===== config.mk =====
export PLATFORM = sky130hd
export DESIGN_NAME = rcr_ring_cadence
export DESIGN_NICKNAME = d
export VERILOG_FILES = /design/src/hdl/rcr_pkg.sv /design/src/hdl/rcr_burst_timer.sv /design/src/hdl/rcr_ring_cadence.sv
export SDC_FILE = /design/constraint.sdc
export NUM_CORES = 1
export LEC_CHECK = 0
export BUFFER_PORTS_ARGS = -buffer_cell sky130_fd_sc_hd__clkbuf_2
export CAP_MARGIN = 20
export CORE_UTILIZATION = 24
export DETAILED_ROUTE_END_ITERATION = 8
export GPL_ROUTABILITY_DRIVEN = 0
export PLACE_DENSITY = 0.48
export REMOVE_ABC_BUFFERS = 1
export SLEW_MARGIN = 20
export SYNTH_ARGS = -nofsm -noshare
export SYNTH_HDL_FRONTEND = slang
export SYNTH_HIERARCHICAL = 1
export SYNTH_SLANG_ARGS = --single-unit

===== constraint.sdc =====
create_clock -name clk -period 3 [get_ports clk]
set_input_delay 0.3 -clock clk [delete_from_list [all_inputs] [get_ports clk]]
set_output_delay 0.3 -clock clk [all_outputs]
set_load 0.02 [all_outputs]

===== src/hdl/rcr_pkg.sv =====
// ---------------------------------------------------------------
// Shared constants for the ringing cadence and relay control block
// ---------------------------------------------------------------
package rcr_pkg;

   // Register addresses
   localparam logic [7:0] ADDR_RELAY_CFG = 8'h05;
   localparam logic [7:0] ADDR_RING_CFG = 8'h17;
   localparam logic [7:0] ADDR_ON_LOW = 8'h18;
   localparam logic [7:0] ADDR_ON_HIGH = 8'h19;
   localparam logic [7:0] ADDR_OFF_LOW = 8'h1A;
   localparam logic [7:0] ADDR_OFF_HIGH = 8'h1B;

   // Relay and battery configuration fields
   localparam int BIT_BATT_IND = 5;
   localparam int BIT_RAIL = 4;
   localparam int BIT_RELAY_DRIVE_ENABLE = 3;
   localparam int BIT_AUX = 2;
   localparam logic [1:0] RELAY_RSVD_HI = 2'h2;

   // Ringing configuration fields
   localparam int BIT_ON_EN = 4;
   localparam int BIT_OFF_EN = 3;
   localparam int BIT_OSC_MON = 2;

   // Reset values
   localparam logic [7:0] RST_BYTE = 8'h00;
   localparam logic RST_BIT = 1'b0;

   // Timing: one count step of either cadence timer
   localparam int LSB_TIME_PS = 1250000;
   localparam int CLK_PERIOD_PS = 10000;
   localparam int TICK_CYCLES = (LSB_TIME_PS + CLK_PERIOD_PS - 1) / CLK_PERIOD_PS;

   typedef enum logic [1:0] {
      RCR_IDLE,
      RCR_BURST,
      RCR_SILENT
   } rcr_state_t;

endpackage


===== src/hdl/rcr_burst_timer.sv =====
`timescale 1ns/100ps
// ---------------------------------------------------------------
// Cadence interval timer: prescaler plus step counter
// ---------------------------------------------------------------
module rcr_burst_timer #(
   parameter int TICK = rcr_pkg::TICK_CYCLES,
   parameter int CW = 16
) (
   input wire logic clk,
   input wire logic reset,
   input wire logic start,
   input wire logic run,
   input wire logic [CW-1:0] length,
   output logic done
);

   typedef struct packed {
      logic [7:0] pre;
      logic [CW-1:0] cnt;
      logic done;
   } rcr_tmr_t;

   localparam logic [7:0] TICK_LAST = 8'(TICK - 1);

   rcr_tmr_t t_reg;
   rcr_tmr_t t_next;

   // Step counting; a zero length still lasts one step
   always_comb begin
      t_next = t_reg;
      t_next.done = 1'b0;
      if (start) begin
         t_next.pre = 8'h00;
         t_next.cnt = '0;
      end else if (run) begin
         if (t_reg.pre == TICK_LAST) begin
            t_next.pre = 8'h00;
            t_next.cnt = t_reg.cnt + 1'b1;
            if ({1'b0, t_reg.cnt} + 1'b1 >= {1'b0, length}) begin
               t_next.done = 1'b1;
            end
         end else begin
            t_next.pre = t_reg.pre + 8'h01;
         end
      end
   end

   // State register
   always_ff @(posedge clk or posedge reset) begin
      if (reset) begin
         t_reg <= '0;
      end else begin
         t_reg <= t_next;
      end
   end

   assign done = t_reg.done;

endmodule


===== src/hdl/rcr_ring_cadence.sv =====
`timescale 1ns/100ps
// Notes on behaviour
// - On-time count bits 15..8 live in the register at address 25.
// - On-time bits 7..0 at address 24; each step is 1.25 us.
// - Silent-time count bits 15..8 live in the register at address 27.
// - Silent-time bits 7..0 at address 26; each step is 1.25 us.
// - Battery indicator bit is read only and mirrors the battery switch pin.
// - With third rail present and the drive enable bit set, the relay drive follows the ringing cadence.
// - Relay drive pin is active only while its enable bit is set.
// - Aux output pin follows bit 2 of the relay configuration register.
// - On-time timer ends bursts only while its enable bit is set.
// - Silent-time timer ends silences only while its enable bit is set.
module rcr_ring_cadence #(
   parameter int TICK = rcr_pkg::TICK_CYCLES
) (
   input wire logic clk,
   input wire logic reset,
   input wire logic [7:0] reg_addr,
   input wire logic reg_wr,
   input wire logic [7:0] reg_wdata,
   input wire logic reg_rd,
   output logic [7:0] reg_rdata,
   output logic reg_rvalid,
   input wire logic ring_request,
   input wire logic battery_switch_pin,
   output logic ring_osc_enable,
   output logic relay_drive_pin,
   output logic aux_output_pin
);

   typedef struct packed {
      rcr_pkg::rcr_state_t state;
      logic [15:0] burst_on_count;
      logic [15:0] burst_off_count;
      logic third_rail_present;
      logic relay_drive_enable;
      logic aux_level;
      logic on_timer_enable;
      logic off_timer_enable;
      logic timer_start;
      logic [7:0] rdata;
      logic rvalid;
      logic osc;
      logic relay;
      logic aux;
   } rcr_state_vec_t;

   rcr_state_vec_t s_reg;
   rcr_state_vec_t s_next;
   logic timer_done;
   logic timer_run;
   logic [15:0] timer_len;

   // ---------------------------------------------------------------
   // Interval timer
   // ---------------------------------------------------------------

   // One shared timer is enough: burst and silence never overlap
   assign timer_len = (s_reg.state == rcr_pkg::RCR_BURST) ? s_reg.burst_on_count : s_reg.burst_off_count;
   assign timer_run = ((s_reg.state == rcr_pkg::RCR_BURST) && s_reg.on_timer_enable) ||
                      ((s_reg.state == rcr_pkg::RCR_SILENT) && s_reg.off_timer_enable);

   rcr_burst_timer #(
      .TICK(TICK),
      .CW(16)
   ) u_timer (
      .clk(clk),
      .reset(reset),
      .start(s_reg.timer_start),
      .run(timer_run),
      .length(timer_len),
      .done(timer_done)
   );

   // ---------------------------------------------------------------
   // Register port, cadence sequencer and pin drivers
   // ---------------------------------------------------------------

   // Next-state logic for the whole block
   always_comb begin
      s_next = s_reg;
      s_next.timer_start = 1'b0;
      s_next.rvalid = reg_rd;
      s_next.rdata = 8'h00;
      // Register writes; unmapped addresses are ignored
      if (reg_wr) begin
         if (reg_addr == rcr_pkg::ADDR_RELAY_CFG) begin
            s_next.third_rail_present = reg_wdata[rcr_pkg::BIT_RAIL];
            s_next.relay_drive_enable = reg_wdata[rcr_pkg::BIT_RELAY_DRIVE_ENABLE];
            s_next.aux_level = reg_wdata[rcr_pkg::BIT_AUX];
         end else if (reg_addr == rcr_pkg::ADDR_RING_CFG) begin
            s_next.on_timer_enable = reg_wdata[rcr_pkg::BIT_ON_EN];
            s_next.off_timer_enable = reg_wdata[rcr_pkg::BIT_OFF_EN];
         end else if (reg_addr == rcr_pkg::ADDR_ON_LOW) begin
            s_next.burst_on_count[7:0] = reg_wdata;
         end else if (reg_addr == rcr_pkg::ADDR_ON_HIGH) begin
            s_next.burst_on_count[15:8] = reg_wdata;
         end else if (reg_addr == rcr_pkg::ADDR_OFF_LOW) begin
            s_next.burst_off_count[7:0] = reg_wdata;
         end else if (reg_addr == rcr_pkg::ADDR_OFF_HIGH) begin
            s_next.burst_off_count[15:8] = reg_wdata;
         end
      end
      // Register reads; unmapped addresses return zero
      if (reg_rd) begin
         if (reg_addr == rcr_pkg::ADDR_RELAY_CFG) begin
            s_next.rdata[7:6] = rcr_pkg::RELAY_RSVD_HI;
            s_next.rdata[rcr_pkg::BIT_BATT_IND] = battery_switch_pin;
            s_next.rdata[rcr_pkg::BIT_RAIL] = s_reg.third_rail_present;
            s_next.rdata[rcr_pkg::BIT_RELAY_DRIVE_ENABLE] = s_reg.relay_drive_enable;
            s_next.rdata[rcr_pkg::BIT_AUX] = s_reg.aux_level;
         end else if (reg_addr == rcr_pkg::ADDR_RING_CFG) begin
            s_next.rdata[rcr_pkg::BIT_ON_EN] = s_reg.on_timer_enable;
            s_next.rdata[rcr_pkg::BIT_OFF_EN] = s_reg.off_timer_enable;
            s_next.rdata[rcr_pkg::BIT_OSC_MON] = s_reg.osc;
         end else if (reg_addr == rcr_pkg::ADDR_ON_LOW) begin
            s_next.rdata = s_reg.burst_on_count[7:0];
         end else if (reg_addr == rcr_pkg::ADDR_ON_HIGH) begin
            s_next.rdata = s_reg.burst_on_count[15:8];
         end else if (reg_addr == rcr_pkg::ADDR_OFF_LOW) begin
            s_next.rdata = s_reg.burst_off_count[7:0];
         end else if (reg_addr == rcr_pkg::ADDR_OFF_HIGH) begin
            s_next.rdata = s_reg.burst_off_count[15:8];
         end
      end
      case (s_reg.state)
         rcr_pkg::RCR_IDLE: begin
            if (ring_request) begin
               s_next.state = rcr_pkg::RCR_BURST;
               s_next.timer_start = 1'b1;
            end
         end
         rcr_pkg::RCR_BURST: begin
            if (!ring_request) begin
               s_next.state = rcr_pkg::RCR_IDLE;
            end else if (timer_done) begin
               s_next.state = rcr_pkg::RCR_SILENT;
               s_next.timer_start = 1'b1;
            end
         end
         rcr_pkg::RCR_SILENT: begin
            if (!ring_request) begin
               s_next.state = rcr_pkg::RCR_IDLE;
            end else if (timer_done) begin
               s_next.state = rcr_pkg::RCR_BURST;
               s_next.timer_start = 1'b1;
            end
         end
         default: begin
            s_next.state = rcr_pkg::RCR_IDLE;
         end
      endcase
      s_next.osc = (s_next.state == rcr_pkg::RCR_BURST);
      // relay gated by rail and enable
      s_next.relay = s_next.relay_drive_enable && s_next.third_rail_present && s_next.osc;
      s_next.aux = s_next.aux_level;
   end

   // State register; every output comes from here
   always_ff @(posedge clk or posedge reset) begin
      if (reset) begin
         s_reg <= '0;
         s_reg.state <= rcr_pkg::RCR_IDLE;
         s_reg.burst_on_count <= {rcr_pkg::RST_BYTE, rcr_pkg::RST_BYTE};
         s_reg.burst_off_count <= {rcr_pkg::RST_BYTE, rcr_pkg::RST_BYTE};
         s_reg.relay_drive_enable <= rcr_pkg::RST_BIT;
      end else begin
         s_reg <= s_next;
      end
   end

   assign reg_rdata = s_reg.rdata;
   assign reg_rvalid = s_reg.rvalid;
   assign ring_osc_enable = s_reg.osc;
   assign relay_drive_pin = s_reg.relay;
   assign aux_output_pin = s_reg.aux;
endmodule


# Word level (Yosys, flattened, before mapping)
# Index checks and enable logic that the tools add are counted.
[word_totals]
reg_bits = 76
inputBits = 22
[classes]
n_addsub = 3
order_cmp = 1
eq_ne = 10
mux = 31
bitwise_logic = 5
reduce_logical = 16
[ops]
columns = ["cell", "n"]
rows = [
  ["8-bit 2-to-1 mux", 6],
  ["8-bit by 5-bit equality test with 1-bit output, second input constant", 5],
  ["25-bit 2-to-1 mux", 1],
  ["24-bit 2-to-1 mux", 1],
  ["2-bit 2-to-1 mux", 9],
  ["16-bit by 1-bit adder with 17-bit output, second input constant", 1],
  ["17-bit by 16-bit >= comparator with 1-bit output", 1],
  ["17-bit 2-to-1 mux", 1],
  ["16-bit by 1-bit adder with 16-bit output, second input constant", 1],
  ["16-bit 2-to-1 mux", 1],
  ["3-bit 2-to-1 mux", 3],
  ["8-bit by 1-bit adder with 8-bit output, second input constant", 1],
  ["8-bit by 3-bit equality test with 1-bit output, second input constant", 1],
  ["8-bit by 7-bit equality test with 1-bit output, second input constant", 1],
  ["7-bit AND reduction", 1],
  ["6-bit 2-to-1 mux", 1],
  ["2-bit one-hot mux with 3 select lines", 1],
  ["6-bit AND reduction", 1],
  ["1-bit 2-to-1 mux", 5],
  ["5-bit 2-to-1 mux", 1],
  ["1-bit inverter", 5],
  ["5-bit AND reduction", 1],
  ["2-bit by 1-bit equality test with 1-bit output, second input constant", 2],
  ["1-bit logical AND", 4],
  ["other kinds (9)", 11],
]

# Depth between registers and ports, before layout
# Gate-level depths: netlist of run 1.
[depth]
ltp_word = 8
depth_mapped = 12
mapped_depth_nobuf = 10

# By module
# The synthesis of run 1 kept the hierarchy.
[modules_own_cells]
columns = ["module", "instances", "cells_each", "area_each_um2", "seq_area_each_um2"]
rows = [
  ["rcr_ring_cadence", 1, 194, 2741.4, 1276.2],
  ["rcr_burst_timer", 1, 224, 1925.6, 625.6],
]

# Worst setup path before layout of run 1
# Ideal clock, no wire load.
[synth_path]
path_kind = "register to register"
startpoint = "register s_reg[51] (netlist bit)"
endpoint = "register u_timer.t_reg, in the netlist u_timer/done"
setup_ns = 0.118
t_arrival_ns = 2.184
required_ns = 2.882
path_slack_ns = 0.698
stages_incl_launch_ff = 13
n_path_buf = 2
period_less_slack_ns = 2.302
cell_sequence = "dfrtp_1 inv_1 ha_1 buf_4 buf_2 mux2_2 inv_1 ha_1 a211oi_1 nor2_1 nor2_1 o21ai_0 a21o_1"
[synth_rtl]
columns = ["item", "line_no", "source"]
rows = [
  ["start: declaration", "rcr_ring_cadence.sv:48", "rcr_state_vec_t s_reg;"],
  ["start signal: assignment", "rcr_ring_cadence.sv:168", "s_reg <= s_next;"],
  ["end signal: assignment", "rcr_burst_timer.sv:53", "t_reg <= t_next;"],
  ["end: declaration", "rcr_burst_timer.sv:25", "rcr_tmr_t t_reg;"],
]

==> qor.yml, run 1 <==
run_status:
  status: "finished, final reports clean"
floorplanning:
  die_x_microns: 141
  die_h_microns: 141
  core_sq_mm: 0.0189
  pin_count: 34
  start_util_pct: 24.7
  die_area_sq_mm: 0.0200
  rows: 50
clocking:
  clkTransAtPathRegs_ps: 60
  clock_latency_ps: 340
  htreeDepth: 3
  cts.sink_count: 76
  cts-root-buf: "clkbuf_16"
  cts_tree: "yes"
  clock_path_buffers: 2
  cts_hold_buf: 0
  cts-resized-gates: 0
  numCtsBuffers: 9
  post-cts-setup-buffers: 0
routing:
  drc: 0
  drtAntennaViolNets: 0
  viasPerCell: 4.39
  drt-wirelength-per-cell_microns: 14.0
  routed_wl_microns: 9920
  firstDrtPassIters: 4
  drt_iter0_drc: 144
  vias: 3096
yosys:
  syn_inst: 418
  ys_seq_area_share_pct: 40.8
  synthDistinctLibCells: 56
  synthesis.area_sq_mm: 0.00467
  async_flop_share_pct: 100
  synthFlopType: "dfrtp_1"
  synth-edff-count: 0
  avgSynthCellArea_sq_um: 11.2
  ys_seq_elements: 76
  yosysWarnings: 6
global_routing:
  antenna_found_initial: 0
  track_usage_pct: 10.8
  grt_max_degree: 52
  overflow: 0
  grt_pass1_vias: 3073
  grt_pass1_wl_microns: 16700
setup_path:
  r2r_end: "u_timer/done$_DFF_PP0_"
  rrSetupSlack_ps: 490
  required_ps: 3240
  cp_slowest_cell: "nor4_1"
  path_cells: "ha_1 > nand3_1 > nor4_1 > xor2_1 > ha_1 > a21oi_1 > o21ai_0 > nand2b_1 > a31oi_1 > a21o_1"
  worstSetupPathDepth: 10
  ff2ff_path_depth: 10
  path_common_cell: "ha_1"
  timing.rr.start: "u_timer/t_reg[1]$_DFFE_PP0P_"
  cp-endpoint: "u_timer/done$_DFF_PP0_"
  cp_top_family: "simple AND/OR/NAND/NOR gates"
  crit_buf_inv: 0
  critPathArrivalTime_ps: 2740
  path_max_fanout: 7
  crit_type: "reg -> reg"
  startpoint: "u_timer/t_reg[1]$_DFFE_PP0P_"
  cpPeakStageDelay_ps: 480
  worstSetupStartpointType: "flip-flop"
  endpoint_kind: "flip-flop"
cells_and_area:
  regArea_sq_mm: 0.00190
  final_common_cell: "dfrtp_1"
  largest_register_ffs: 39
  antenna_cells: 0
  fill_cells: 2007
  final_nets: 486
  areaGrowthSynthToFinish_pct: 13.5
  multi_input_area_sq_mm: 0.00248
  final_cell_mix: "dfrtp_1 (76), mux2_2 (45), clkbuf_2 (33)"
  drive_gt1_share_pct: 28.3
place:
  portBuffers: 33
  dp_hpwl_microns: 7250
timing:
  fmax_mhz: 399
  skew_ps: 5.46
  relSlewSlack_pct: 40.4
  drv_slew: 0
  tightest_slew_ps: 895
  setup_viol: 0
  hold_violations: 0
  fin_crit_ps: 2510
  rsz0062_at_grt: "false"
  finalCritPeriodShare_pct: 83.6
  setup_tns_ps: 0
worst_hold_path:
  hold_depth: 1
  hold_path_class: "in -> reg"
power_and_ir_drop:
  powerDensity_mw_per_mm2: 485
  total_power_mw: 2.57
  power_leakage_nw: 2.43
  ir_drop_v: 0.000252
run:
  drv_cap: 0
[area by class of cell]
cell class / count / area share [%]
timing repair buffer: 38 / 4.25
multi-input combinational: 292 / 46.7
inverter: 24 / 1.72
tap: 260 / 6.14
clock inverter: 2 / 0.661
sequential: 76 / 35.9
clock buffer: 14 / 4.60
[stage by stage]
step	instance area, sq um	setup WS (ps)	std cells	hold WS (ps)	util, %
floorplan	4470	488	392	327	-
global placement	4990	588	688	476	26.4
detailed placement	4990	509	688	490	26.4
CTS	5270	502	704	150	27.9
global route	5300	223	706	156	28.0
finish	5300	492	706	165	28.0
[power by group]
group          total (mW)  switching [mW]  internal [mW]
logic               0.386           0.204          0.181
clock network        1.06           0.414          0.645
registers            1.13          0.0573           1.07
total                2.57           0.675           1.89
[routing by layer]
metal / up-vias / share of wire [%] / track usage, % / routed length, microns
met3: 12 / 3.2 / 2.43 / 315
met1: 1513 / 50 / 14.5 / 4910
met5: - / 0 / 0 / 0
li1: 1522 / - / - / -
met4: 0 / 1.8 / 4.98 / 176
met2: 49 / 45 / 16.5 / 4510
[cell usage after synthesis (all sizes together) (11+ instances only)]
library cell  count  area [sq um]
ha               23           288
nor2             32           120
inv              24          90.1
nand4            15           145
mux2             53           627
nand3            18          90.1
o21ai            11          55.1
dfrtp            76          1900
xor2             22           193
buf              19           160
nand2            26          97.6
[worst min-delay path by stage]
stage	startpoint	to	slack (ps)
2_1_floorplan	reset	u_timer/done$_DFF_PP0_	330
3_3_place_gp	u_timer/t_reg[23]$_DFFE_PP0P_	u_timer/t_reg[23]$_DFFE_PP0P_	480
3_5_place_dp	u_timer/t_reg[23]$_DFFE_PP0P_	u_timer/t_reg[23]$_DFFE_PP0P_	490
4_1_cts	reg_rd	reg_rvalid$_DFF_PP0_	150
5_1_grt	reg_rd	reg_rvalid$_DFF_PP0_	160
6_report	reg_rd	reg_rvalid$_DFF_PP0_	170
[cells by family (layout without fill, tap and decap cells)]
family                     after synthesis  after routing  synth area share [%]
adders and majority gates               23             23                  6.17
and+or+nand+nor                        134            134                  16.8
AOI/OAI and AO/OA                       40             40                  6.22
xor gates and xnor gates                31             31                  5.82
buffers and inverters                   50             78                  6.19
muxes                                   64             64                  18.1
DFF                                     76             76                  40.8
(Power assumes the default switching activity.)
==> run 2, diff against run 1 <==
Settings changed: PLACE_DENSITY 0.48 to 0.49.
Clock period 3 ns to 2 ns, I/O delays scaled along.
==> run 2 against run 1 <==
  * The run now ends with setup timing left
  * Flip-flop and latch count unchanged
  * Register-to-register slack got worse by 790 ps
  * Clock power up 70%
  * Sequential share of layout area shrank 3.7 points
  * Core utilization increased by 3.2 points
  * Power rose by 63%
  * Wire length up 13%
  * Critical path type unchanged
  * Largest cell class unchanged
==> qor.yml, run 2 (synthesized netlist as in run 1, its figures left out) <==
global_routing:
  busiest_layer: "met2"
  use_met1_pct: 15.1
  grt.met3_usage_pct: 2.80
  track_usage_pct: 11.9
  grt_max_degree: 26
  antenna_found_initial: 0
  grt_pass1_vias: 3547
  grt_pass1_wl_microns: 18500
  gr-usage-met2_pct: 20.0
  overflow: 0
cells_and_area:
  fill_cells: 1969
  antenna_cells: 0
  regArea_sq_mm: 0.00190
  areaGrowthSynthToFinish_pct: 26.5
  largest_register_ffs: 39
  final_cell_mix: "dfrtp_1 (76), buf_4 (51), mux2_2 (45)"
  drive_gt1_share_pct: 40.8
  final_nets: 540
  final_common_cell: "dfrtp_1"
  instances_no_fill: 760
  multi_input_area_sq_mm: 0.00261
place:
  placedCellCount: 734
  post-place-ws_ps: -385
  dp_hpwl_microns: 8180
  portBuffers: 33
clocking:
  cts-root-buf: "clkbuf_16"
  clock_path_buffers: 2
  clock_latency_ps: 340
  htreeDepth: 3
  cts.sink_count: 76
  numCtsBuffers: 9
  clkTransAtPathRegs_ps: 60
  cts_tree: "yes"
routing:
  routed_wl_microns: 11200
  vias: 3371
  firstDrtPassIters: 4
  viasPerCell: 4.44
  drt_iter0_drc: 210
  drt-wirelength-per-cell_microns: 14.8
  drtAntennaViolNets: 0
  drc: 0
timing:
  fmax_mhz: 436
  finalWorstSetupSlack_ps: -296
  hold_violations: 0
  drv_slew: 0
  rsz0062_at_grt: "true"
  fin_crit_ps: 2300
  tightest_slew_ps: 557
  finalCritPeriodShare_pct: 115
  hold_slack_ps: 64.7
  relSlewSlack_pct: 62.8
  setup_viol: 1
  skew_ps: 6.90
setup_path:
  crit_type: "reg -> reg"
  endpoint_kind: "flip-flop"
  worstSetupStartpointType: "flip-flop"
  required_ps: 2230
  path_max_fanout: 3
  critPathArrivalTime_ps: 2530
power_and_ir_drop:
  powerDensity_mw_per_mm2: 709
  ir_drop_v: 0.000320
  total_power_mw: 4.19
  power_leakage_nw: 2.75
floorplanning:
  pin_count: 34
  rows: 50
  die_x_microns: 141
  die_area_sq_mm: 0.0200
  start_util_pct: 24.7
  die_h_microns: 141
  core_sq_mm: 0.0189
run_status:
  violations: "setup timing"
  status: "finished, violations left"
worst_hold_path:
  hold_path_class: "in -> reg"
run:
  drv_cap: 0
[run 2: where the power goes]
| group | switching (mW) | internal, mW |
|---|---|---|
| Sequential | 0.0603 | 1.60 |
| Combinational | 0.386 | 0.342 |
| Clock | 0.673 | 1.12 |
[run 2: per-stage QoR]
| step | util [%] | instance area [sq um] | TNS, ps |
|---|---|---|---|
| 2_1_floorplan | - | 4470 | -7990 |
| 3_3_place_gp | 28.3 | 5340 | -993 |
| 3_5_place_dp | 28.3 | 5340 | -2380 |
| 4_1_cts | 30.5 | 5760 | -248 |
| 5_1_grt | 31.3 | 5910 | -759 |
| 6_report | 31.3 | 5910 | -296 |
[run 2: area by class of cell]
type / instances / share of cell area [%]
clock buffers: 10 / 4.05
clock inverters: 6 / 1.48
inverters: 24 / 1.61
multi-input cells: 293 / 44.2
flip-flops and latches: 76 / 32.2
well taps: 260 / 5.51
repair buffers: 91 / 11.0
[run 2: metal layers]
metal | routed length, microns | vias to the layer above | part of all wire [%]
met2 | 5490 | 52 | 49
met3 | 414 | 10 | 3.7
li1 | - | 1629 | -
met4 | 121 | 0 | 1.1
met1 | 5220 | 1680 | 46
met5 | 0 | - | 0
[run 2: critical path: stages (launching register included)]
cell and delay (ps):
dfrtp_1 420, ha_4 170, buf_6 100, nand4_1 80, nor3_2 230, nand3_2 130, xnor2_2 170, ha_1 310
a21o_1 200, a21oi_2 130, a31oi_1 90, a21o_1 160
[run 2: final timing paths]
path | slack (ps) | from | cells past startpoint | to
min in group asynchronous | 460 | reset | 3 | s_reg[12]$_DFF_PP0_
min | 60 | reg_rd | 1 | reg_rvalid$_DFF_PP0_
max | -300 | u_timer/t_reg[2]$_DFFE_PP0P_ | 11 | u_timer/done$_DFF_PP0_
min reg2reg | 510 | u_timer/t_reg[23]$_DFFE_PP0P_ | 1 | u_timer/t_reg[23]$_DFFE_PP0P_
max in group asynchronous | 920 | reset | 4 | reg_rdata[5]$_DFF_PP0_
max reg2reg | -300 | u_timer/t_reg[2]$_DFFE_PP0P_ | 11 | u_timer/done$_DFF_PP0_
[run 2: what timing repair did]
action                                 4_1_cts  5_1_grt
setup endpoints to repair                   23       12
endpoints found under the hold margin       48        0
setup buffers                                1        9
hold buffers                                 1        0
resized for setup                           12       22
gates cloned                                 1        1
pin swaps                                    3       16
==> run 3, diff against run 2 <==
Settings changed: CORE_UTILIZATION 24 to 30, PLACE_DENSITY 0.49 to 0.54.
Clock period 2 ns to 2.8 ns, I/O delays scaled along.
==> run 3 against run 2 <==
  * The flow now finishes without violations
  * Core utilization increased by 3.1 points
  * Worst setup slack better by 520 ps
  * Clock skew down 1.4 ps
  * Worst hold slack better by 70 ps
  * Largest power group is now sequential cells
  * Via count decreased by 7.6%
  * Global-route usage rose by 1.2 points
  * Critical path depth shrank 1
  * Count of clock-buffer cells in the layout is 3 higher
  * Wire length fell by 15%
  * Power fell by 37%
  * Register-to-register slack improved by 520 ps
  * Flip-flop and latch count is the same
==> qor.yml, run 3 (synthesized netlist as in run 1, its figures left out) <==
worst_hold_path:
  hold_end: "reg_rvalid$_DFF_PP0_"
  min_from: "reg_rd"
  hold_depth: 1
  hold_path_class: "in -> reg"
routing:
  viasPerCell: 4.89
  routed_wl_microns: 9580
  drt-wirelength-per-cell_microns: 15.0
  vias: 3114
  drt_iter0_drc: 178
  drc: 0
  firstDrtPassIters: 4
  drtAntennaViolNets: 0
cells_and_area:
  largest_register_ffs: 39
  antenna_cells: 0
  drive_gt1_share_pct: 29.2
  final_cell_mix: "dfrtp_1 (76), mux2_2 (45), clkbuf_2 (33)"
  instances_no_fill: 637
  final_common_cell: "dfrtp_1"
  final_nets: 490
  areaGrowthSynthToFinish_pct: 11.8
setup_path:
  ff2ff_path_depth: 10
  crit_type: "reg -> reg"
  worstSetupStartpointType: "flip-flop"
  critPathArrivalTime_ps: 2810
  path_max_fanout: 13
  rrSetupSlack_ps: 220
  r2r_end: "u_timer/done$_DFF_PP0_"
  timing.rr.start: "s_reg[51]$_DFF_PP0_"
  endpoint_kind: "flip-flop"
  required_ps: 3030
clocking:
  clock_path_buffers: 2
  cts_tree: "yes"
  post-cts-setup-buffers: 0
  htreeDepth: 3
  numCtsBuffers: 9
  cts.sink_count: 76
  clkTransAtPathRegs_ps: 60
  cts-root-buf: "clkbuf_16"
  clock_latency_ps: 340
power_and_ir_drop:
  powerDensity_mw_per_mm2: 508
  power_leakage_nw: 2.43
  ir_drop_v: 0.000304
  total_power_mw: 2.65
floorplanning:
  rows: 45
  core_sq_mm: 0.0152
  pin_count: 34
  die_x_microns: 127
  die_h_microns: 127
  start_util_pct: 30.7
  die_area_sq_mm: 0.0161
timing:
  hold_violations: 0
  setup_tns_ps: 0
  rsz0062_at_grt: "false"
  finalCritPeriodShare_pct: 92.0
  tightest_slew_ps: 760
  skew_ps: 5.53
  fmax_mhz: 388
  setup_viol: 0
  fin_crit_ps: 2580
  relSlewSlack_pct: 48.7
  drv_slew: 0
place:
  dp_hpwl_microns: 6970
  portBuffers: 33
  placedCellCount: 620
run:
  drv_cap: 0
global_routing:
  track_usage_pct: 13.2
  grt_max_degree: 29
  overflow: 0
  grt_pass1_wl_microns: 16200
  antenna_found_initial: 0
  grt_pass1_vias: 3171
run_status:
  status: "finished, final reports clean"
-- run 3: timing repair --
item / CTS / global route
endpoints found under the hold margin: 23 / 0
hold buffers: 1 / 0
endpoints found under the setup margin: 0 / 1
gates resized for setup: 0 / 1
-- run 3: layer usage --
layer	track usage, %	share of wire (%)	vias to the layer above
li1	-	-	1532
met1	16.8	47	1520
met2	21.0	47	51
met3	3.33	4.0	11
met4	5.95	1.9	0
met5	0	0	-
-- run 3: layout make-up --
cell class	count	area, sq um
inverter	24	90.1
fill	1521	9980
multi-input combinational	292	2480
tap	188	235
clock inverter	2	12.5
clock buffer	13	240
sequential	76	1900
timing repair buffer	42	255
-- run 3: power by group --
part           total [mW]  leakage, nW  internal, mW  switching, mW
Sequential           1.18         1.05          1.15         0.0388
Combinational       0.425         1.27         0.187          0.238
Clock                1.04        0.120         0.595          0.445
-- run 3: through the flow --
stage	utilization (%)	hold WS, ps	instance area, sq um	setup slack (ps)
after floorplan	-	307	4470	288
after global placement	32.4	349	4920	292
after detailed placement	32.4	349	4920	192
after CTS	34.1	121	5180	182
after global routing	34.3	129	5220	12.5
final	34.3	135	5220	223
-- run 3: critical path, stage by stage (launching register included) --
cell and delay [ps]:
dfrtp_1 420, inv_1 100, ha_1 490, buf_4 260, mux2_2 340, inv_1 70
ha_1 240, a21o_1 170, a21oi_1 140, a31oi_1 90, a21o_1 150
-- run 3: worst max path at each step --
stage / start / end / slack, ps / cells after the start
3_5_place_dp: s_reg[51]$_DFF_PP0_ / u_timer/done$_DFF_PP0_ / 190 / 11
6_report: s_reg[51]$_DFF_PP0_ / u_timer/done$_DFF_PP0_ / 220 / 10
5_1_grt: s_reg[51]$_DFF_PP0_ / u_timer/done$_DFF_PP0_ / 10 / 11
3_3_place_gp: s_reg[51]$_DFF_PP0_ / u_timer/done$_DFF_PP0_ / 290 / 11
4_1_cts: s_reg[51]$_DFF_PP0_ / u_timer/done$_DFF_PP0_ / 180 / 10
2_1_floorplan: s_reg[51]$_DFF_PP0_ / u_timer/t_reg[15]$_DFFE_PP0P_ / 290 / 8
